===== src/hdl/mr_pkg.sv =====
// package for the move and return instruction executor
// assumes a 14-bit instruction word and a 13-bit program counter
`default_nettype none
package mr_pkg;

    // ==========================================================
    // widths
    localparam int INSTR_W = 14;
    localparam int PC_W = 13;
    localparam int DATA_W = 8;
    localparam int FILE_ADDR_W = 7;
    localparam int FILE_DEPTH = 128;

    // ==========================================================
    // field positions
    localparam int LIT_LSB = 0;
    localparam int FILE_LSB = 0;
    localparam int OP7_LSB = 7;
    localparam int OP6_LSB = 8;

    // ==========================================================
    // encodings chosen for this executor
    localparam logic [13:0] ENC_NOP = 14'h0000;
    localparam logic [13:0] ENC_RETURN = 14'h0008;
    localparam logic [13:0] ENC_RETURN_INT = 14'h0009;
    localparam logic [6:0] OP_MOVE_TO_FILE = 7'h01;
    localparam logic [5:0] OP_LOAD_LITERAL = 6'h30;
    localparam logic [5:0] OP_RETURN_LITERAL = 6'h34;

    // ==========================================================
    // reset values and cycle counts
    localparam logic [12:0] PC_RESET = 13'h0000;
    localparam logic [7:0] ACC_RESET = 8'h00;
    localparam logic GIE_RESET = 1'b0;
    localparam int RETURN_CYCLES = 2;

    typedef enum logic [0:0] {
        ST_EXECUTE,
        ST_RETURN_FLUSH
    } mr_state_type;

endpackage
`default_nettype wire


===== src/hdl/mr_file_mem.sv =====
// data file register memory, one write port and one read port
// read data come out of a register one cycle after the address
`timescale 1ns/1ps
`default_nettype none
module mr_file_mem
    import mr_pkg::*;
#(
    parameter int WIDTH = DATA_W,
    parameter int DEPTH = FILE_DEPTH,
    parameter int ADDR_W = FILE_ADDR_W
) (
    // clock
    input wire logic i_ref_clk,
    // write port
    input wire logic i_wr_en,
    input wire logic [ADDR_W-1:0] i_wr_addr,
    input wire logic [WIDTH-1:0] i_wr_data,
    // read port
    input wire logic [ADDR_W-1:0] i_rd_addr,
    output logic [WIDTH-1:0] o_rd_data
);

    logic [WIDTH-1:0] mem [DEPTH];

    // no reset on the array so it maps onto block memory
    always_ff @(posedge i_ref_clk) begin
        if (i_wr_en) begin
            mem[i_wr_addr] <= i_wr_data;
        end
        o_rd_data <= mem[i_rd_addr];
    end

endmodule
`default_nettype wire


===== src/hdl/mr_exec.sv =====
// executor for the move, literal load, no-operation and return instructions
// assumes one instruction cycle per clock and an external stack
// that shows its top entry on i_top_of_stack and pops on o_stack_pop
`timescale 1ns/1ps
`default_nettype none
module mr_exec
    import mr_pkg::*;
(
    // clock and reset
    input wire logic i_ref_clk,
    input wire logic i_reset_n,
    // instruction fetch
    input wire logic [INSTR_W-1:0] i_instr,
    input wire logic i_instr_valid,
    output logic o_instr_ready,
    // stack
    input wire logic [PC_W-1:0] i_top_of_stack,
    output logic o_stack_pop,
    // interrupt control
    input wire logic i_gie_clear,
    output logic o_global_interrupt_enable,
    // file register read
    input wire logic [FILE_ADDR_W-1:0] i_file_rd_addr,
    output logic [DATA_W-1:0] o_file_rd_data,
    // core state
    output logic [PC_W-1:0] o_pc,
    output logic [DATA_W-1:0] o_accumulator,
    output logic o_unknown_instr
);

    // ==========================================================
    // decode
    logic accept;
    logic is_nop;
    logic is_move;
    logic is_load;
    logic is_ret_lit;
    logic is_return;
    logic is_ret_int;
    logic is_any_return;
    logic [DATA_W-1:0] literal;
    logic [FILE_ADDR_W-1:0] file_addr;

    assign accept = i_instr_valid && o_instr_ready;
    assign literal = i_instr[LIT_LSB +: DATA_W];
    assign file_addr = i_instr[FILE_LSB +: FILE_ADDR_W];
    assign is_nop = (i_instr == ENC_NOP);
    assign is_return = (i_instr == ENC_RETURN);
    assign is_ret_int = (i_instr == ENC_RETURN_INT);
    assign is_move = (i_instr[OP7_LSB +: 7] == OP_MOVE_TO_FILE);
    assign is_load = (i_instr[OP6_LSB +: 6] == OP_LOAD_LITERAL);
    assign is_ret_lit = (i_instr[OP6_LSB +: 6] == OP_RETURN_LITERAL);
    assign is_any_return = is_return || is_ret_int || is_ret_lit;

    // ==========================================================
    // sequencing state
    mr_state_type state;
    mr_state_type next_state;
    logic [PC_W-1:0] next_pc;
    logic [DATA_W-1:0] next_accumulator;
    logic next_gie;
    logic next_unknown;

    // a return spends its second cycle as a flush, so fetch is held off
    assign o_instr_ready = (state == ST_EXECUTE);
    assign o_stack_pop = accept && is_any_return;

    always_comb begin
        next_state = state;
        next_pc = o_pc;
        next_accumulator = o_accumulator;
        next_gie = o_global_interrupt_enable;
        next_unknown = 1'b0;
        unique case (state)
            ST_EXECUTE: begin
                if (accept) begin
                    if (is_any_return) begin
                        next_pc = i_top_of_stack;
                        next_state = ST_RETURN_FLUSH;
                    end else begin
                        next_pc = PC_W'(o_pc + 1'b1);
                    end
                    if (is_load || is_ret_lit) begin
                        next_accumulator = literal;
                    end
                    if (!(is_nop || is_move || is_load || is_any_return)) begin
                        next_unknown = 1'b1;
                    end
                end
            end
            ST_RETURN_FLUSH: begin
                next_state = ST_EXECUTE;
            end
        endcase
        // the set from a return from interrupt wins over a clear in the same cycle
        if (accept && is_ret_int) begin
            next_gie = 1'b1;
        end else if (i_gie_clear) begin
            next_gie = 1'b0;
        end
    end

    always_ff @(posedge i_ref_clk or negedge i_reset_n) begin
        if (!i_reset_n) begin
            state <= ST_EXECUTE;
            o_pc <= PC_RESET;
            o_accumulator <= ACC_RESET;
            o_global_interrupt_enable <= GIE_RESET;
            o_unknown_instr <= 1'b0;
        end else begin
            state <= next_state;
            o_pc <= next_pc;
            o_accumulator <= next_accumulator;
            o_global_interrupt_enable <= next_gie;
            o_unknown_instr <= next_unknown;
        end
    end

    // ==========================================================
    // data file registers
    logic file_wr_en;

    assign file_wr_en = accept && is_move;

    mr_file_mem #(
        .WIDTH(DATA_W),
        .DEPTH(FILE_DEPTH),
        .ADDR_W(FILE_ADDR_W)
    ) u_file_mem (
        .i_ref_clk(i_ref_clk),
        .i_wr_en(file_wr_en),
        .i_wr_addr(file_addr),
        .i_wr_data(o_accumulator),
        .i_rd_addr(i_file_rd_addr),
        .o_rd_data(o_file_rd_data)
    );
endmodule
`default_nettype wire


===== config.mk =====
export PLATFORM = sky130hd
export DESIGN_NAME = mr_exec
export DESIGN_NICKNAME = d
export VERILOG_FILES = /design/src/hdl/mr_pkg.sv /design/src/hdl/mr_file_mem.sv /design/src/hdl/mr_exec.sv
export SDC_FILE = /design/constraint.sdc
export NUM_CORES = 1
export LEC_CHECK = 0
export BUFFER_PORTS_ARGS = -buffer_cell sky130_fd_sc_hd__buf_2
export CORE_MARGIN = 2
export CORE_UTILIZATION = 60
export DETAILED_ROUTE_END_ITERATION = 6
export PLACE_DENSITY = 0.78
export SETUP_SLACK_MARGIN = 0.2
export SLEW_MARGIN = 20
export SYNTH_ARGS = -nofsm -noshare
export SYNTH_HDL_FRONTEND = slang
export SYNTH_SLANG_ARGS = --single-unit

===== constraint.sdc =====
create_clock -name i_ref_clk -period 6 [get_ports i_ref_clk]
set_clock_uncertainty 0.05 [all_clocks]
set_input_delay 0.9 -clock i_ref_clk [delete_from_list [all_inputs] [get_ports i_ref_clk]]
set_output_delay 0.9 -clock i_ref_clk [all_outputs]
set_load 0.02 [all_outputs]

## Word level (Yosys, flattened, before mapping)

Memories as Yosys holds them, arrays and structs flattened. A register that Yosys moved wholly into a read port is not among the register bits.
Cells that the tools add are included.

| storage, ports and cells | value |
|---|---|
| output and inout port bits | 33 |
| memories kept | 1 |
| input bits | 38 |
| RAM bits | 1,024 |
| word-level logic and storage cells | 38 |
| register bits | 24 |

Memory list:

| memory | words | width | read ports | clocked after Yosys merged registers in | write ports | line | text |
|---|---|---|---|---|---|---|---|
| u_file_mem.mem | 128 | 8 | 1 | 1 | 1 | mr_file_mem.sv:23 | `logic [WIDTH-1:0] mem [DEPTH];` |

| operators by class | value |
|---|---|
| reduce and logical (&&, ||, !) cells | 14 |
| bitwise gates (word level) | 1 |
| mux-type cells | 11 |
| equality and inequality tests | 5 |
| add/subtract/negate cells | 1 |

Operators by type and width:

| operator | number |
|---|---|
| 14-bit by 4-bit == test with 1-bit output (second input constant) | 2 |
| 14-bit logical NOT | 1 |
| 13-bit by 1-bit adder with 13-bit output (second input constant) | 1 |
| 13-bit two-way mux | 1 |
| 6-bit == test (second input constant) | 2 |
| 1-bit two-way mux | 9 |
| 7-bit by 1-bit == test with 1-bit output (second input constant) | 1 |
| 1-bit logical OR | 6 |
| 1-bit logical AND | 4 |
| 3-bit AND reduction | 1 |
| 1-bit one-hot mux with 2 select lines | 1 |
| 2-bit AND reduction | 1 |
| 2-bit nonzero test | 1 |
| 1-bit inverter | 1 |

## Logic depth before layout (Yosys ltp)

| depth | value |
|---|---|
| depth after elaboration | 7 |
| gate-level depth with buffers | 8 |

## Cells and area by module

A second synthesis with hierarchy kept.

| unflattened totals | value |
|---|---|
| cells, all modules | 1,769 |
| area total of the unflattened synthesis | 41,041.9 µm² |

By module, submodules not included:

| module | instances | seq. area each (µm²) | cells an instance | area each (µm²) |
|---|---|---|---|---|
| mr_file_mem | 1 | 30,909.6 | 1,635 | 39,665.5 |
| mr_exec | 1 | 600.6 | 134 | 1,376.3 |

## Least setup slack after synthesis

No wires, ideal clock.

| path | value |
|---|---|
| path type | input to output |
| start point | in i_instr[3] |
| end point | out o_stack_pop |
| setup slack | 2.487 ns |
| cell stages on the path | 7 |
| required time | 5.050 ns |
| path buffers | 3 |
| data arrival time | 2.563 ns |
| cell sequence | clkbuf_1 -> nor4b_1 -> nand4_1 -> and2_1 -> clkbuf_1 -> clkbuf_1 -> nor2_1 |

| on the way | value |
|---|---|
| word-level cells in the longest chain between the ends | 4 |
| elaborated cells on any way between the ends | 5 |
| those cells by class | 2 x eq/ne; 3 x reduce/logical |

RTL lines:

| item | line | text |
|---|---|---|
| start: declaration | mr_exec.sv:13 | `input wire logic [INSTR_W-1:0] i_instr,` |
| 14-bit by 4-bit == test with 1-bit output (on tied branches) | mr_exec.sv:48, mr_exec.sv:49 |  |
| 1-bit logical OR (*) (2 in a row) | mr_exec.sv:53 | `assign is_any_return = is_return \|\| is_ret_int \|\| is_ret_lit;` |
| 1-bit logical AND (*) | mr_exec.sv:66 | `assign o_stack_pop = accept && is_any_return;` |
| end: declaration | mr_exec.sv:18 | `output logic o_stack_pop,` |

Mark *: on every way between the ends. The rest lies on a longest branch, timed or not.

## Final worst setup path

| path | value |
|---|---|
| start point | in i_instr[5] |
| end point | out o_stack_pop |

Same word-level chain as after synthesis.

==> results.yml <==
clock_tree:
  hold_buffers: 0
  cts.sinks: 1056
  cts_buffers: 98
  cts_root_buf: "clkbuf_16"
  clkTransAtPathRegs_ns: 0.06
  clk-insertion-delay-late_ns: 0.67
  h-tree-depth: 3
  tritoncts: "yes"
  cts_setup_buffers: 0
  cts_resized: 0
  cts_buffer_depth: 3
critical_path:
  crit_path_frequent_cell: "buf_2"
  cp_data_required_time_ns: 5.05
  crit_path_start_kind: "primary input"
  r2r_slack_ns: 2.90
  worstPathCellList: "buf_2, nor4b_1, nand4_1, and2_1, nor2_1, buf_2"
  cp_num_buf_inv: 2
  cp-end-kind: "primary output"
  slowest_delay_ns: 0.50
  cp_top_family: "simple AND/OR/NAND/NOR gates"
  r2r_end: "u_file_mem.mem[61][3]"
  crit_slowest_cell: "and2_1"
  cp.arrival_ns: 2.73
  worstPathMaxFanout: 19
  r2r_cells: 6
  critPathKind: "primary input to primary output"
  r2r_start: "state"
logic_synthesis:
  avgSynthCellArea_um2: 23.27
  seq_area_frac_synth_pct: 77.10
  syn_nets: 1795
  ys_top_cells_by_count: "1024 x edfxtp_1, 336 x mux4_2, 137 x nor2_1"
  synthArstFlopShare_pct: 2.273
  syn_inst: 1756
  synth-edff-count: 1024
  synth_top_area_cell: "edfxtp_1"
  post-synth-top-count-cell: "edfxtp_1"
  synth.top_cell.area_share_pct: 75.24
  ys_top_cells_by_area: "edfxtp_1 75%, mux4_2 19%, dfrtp_1 1.5%"
  yosysWarnings: 0
  ys.flop_type: "edfxtp_1"
  ys_types: 36
  ys_seq_elements: 1056
  synth_area_um2: 40870
final_layout:
  final-seq-area_um2: 31540
  nNetsFinal: 1904
  syn2layout_area_growth_pct: 11.38
  drive_gt1_share_pct: 30.95
  fin_area_um2: 45520
  multi_input_area_um2: 8904
  fillers: 3890
detailed_routing:
  dr.pass1.iters: 7
  drc_errors: 0
  via_count: 19828
  drt-initial-drc-count: 2633
  detail-route-antenna-nets: 0
  via_per_inst: 7.034
  totalWireLength_um: 96360
  wire_per_inst_um: 34.18
pwr:
  p_per_area_nw_per_um2: 353.5
  p_seq_share_pct: 54.4
  power_frac_comb_pct: 6.4
  ir_drop_uv: 321.5
  switching_share_pct: 22.64
  p_leak_uw: 0.01429
  switching_power_uw: 3644
  power_frac_clock_pct: 39.1
  internal_power_uw: 12450
floorplanning:
  rows: 95
  io_pins: 71
  start_util_pct: 60.75
  core_um2: 67280
  die_w_um: 265.0
  die_h_um: 265.0
  dieArea_um2: 70220
sta:
  rsz0062_at_grt: "false"
  period_needed_ns: 3.675
  fin_crit_sh_pct: 61.26
  tightest_slew_ns: 1.018
  fin_setup_tns_ns: 0
  fmax_ghz: 0.2721
  setup_violations: 0
  slew_violations: 0
  finalHoldViolCount: 0
  slew_headroom_pct: 31.88
global_routing:
  antenna_found_initial: 7
  globalRouteTotalUtil_pct: 28.28
  grt_max_degree: 99
  first_global_vias: 20191
  overflow: 0
  grt_pass1_wl_um: 141300
run:
  max_cap_violations: 0
worst_hold_path:
  min_path_type: "primary input to async pin"
status:
  status: "finished clean"
place:
  dp.final_hpwl_um: 54890
  gp_congestion: 0.8407
  io_buffers: 70
  place_area_um2: 42270
final cells by class:
type | count | area share (%)
antenna | 1 | 0.005497
clock buffer | 125 | 5.791
clock inverter | 55 | 1.347
inverter | 7 | 0.05772
multi-input combinational | 599 | 19.56
sequential | 1056 | 69.29
tap | 873 | 2.399
timing repair buffer | 103 | 1.556
sequential cells by signal, summed over array words and instances (netlist names):
signal                     flops
o_pc                          13
o_accumulator                  8
state                          1
o_global_interrupt_enable      1
o_unknown_instr                1
u_file_mem.mem              1024
u_file_mem.o_rd_data           8
how the worst max path moves through the flow:
stage                            startpoint                      end  slack (ns)  cells past startpoint
after detailed placement  i_file_rd_addr[0]  u_file_mem.o_rd_data[0]        1.83                      6
after floorplan                  i_instr[3]              o_stack_pop        2.49                      7
after global routing             i_instr[5]              o_stack_pop        2.06                      6
final                            i_instr[5]              o_stack_pop        2.32                      6
after global placement    i_file_rd_addr[0]  u_file_mem.o_rd_data[2]        1.82                      6
after CTS                        i_instr[5]              o_stack_pop        2.37                      6
power groups by stage:
stage	combinational (uW)	sequential (uW)	clock [uW]
2_1_floorplan	456	8990	0
3_3_place_gp	983	8880	0
3_5_place_dp	1020	8900	0
4_1_cts	1030	8750	6340
5_1_grt	1090	8770	6590
6_report	1040	8760	6300
layer usage:
metal / part of all wire, % / up-vias / track usage (%)
met5: 0.028 / - / 0
met4: 3.5 / 6 / 10.00
met3: 9.7 / 217 / 4.961
met2: 51 / 1408 / 46.38
met1: 36 / 10515 / 39.22
li1: - / 7682 / -
logic make-up after synthesis:
| family | synth area share, % |
|---|---|
| AND/OR/NAND/NOR | 2.134 |
| AO/OA/AOI/OAI | 0.5664 |
| adder cells (fa/ha/maj) | 0.03061 |
| buffers and inverters | 1.117 |
| flip-flops | 77.10 |
| multiplexers | 19.05 |
through the flow:
| stage | total power, uW | std cells | setup slack [ns] | utilization, % | hold slack [ns] |
|---|---|---|---|---|---|
| 2_1_floorplan | 9444 | 1756 | 2.487 | - | 0.5544 |
| 3_3_place_gp | 9863 | 2638 | 1.816 | 62.83 | 0.4685 |
| 3_5_place_dp | 9924 | 2638 | 1.835 | 62.83 | 0.4883 |
| 4_1_cts | 16130 | 2818 | 2.372 | 67.66 | 0.1629 |
| 5_1_grt | 16460 | 2818 | 2.056 | 67.66 | 0.1960 |
| 6_report | 16090 | 2819 | 2.325 | 67.66 | 0.1635 |
cells in the final DEF (no fill, tap or decap), types with 5 or more instances in the layout:
master / instances
edfxtp_1: 1024
bufinv_16: 11
buf_2: 67
nand3_1: 15
clkbuf_16: 100
a2bb2oi_1: 5
clkinv_2: 14
o21ai_0: 9
mux2_2: 16
o22ai_1: 5
mux4_2: 336
nor2b_1: 7
clkbuf_1: 21
dfrtp_1: 16
nor3_1: 5
buf_12: 7
a21oi_1: 5
inv_1: 7
nand2_1: 24
and3_1: 5
dfxtp_1: 8
nor2_1: 137
a22oi_1: 5
dfrtp_4: 8
buf_4: 27
clkinv_1: 20
nand4_1: 8
(Power assumes the default switching activity.)
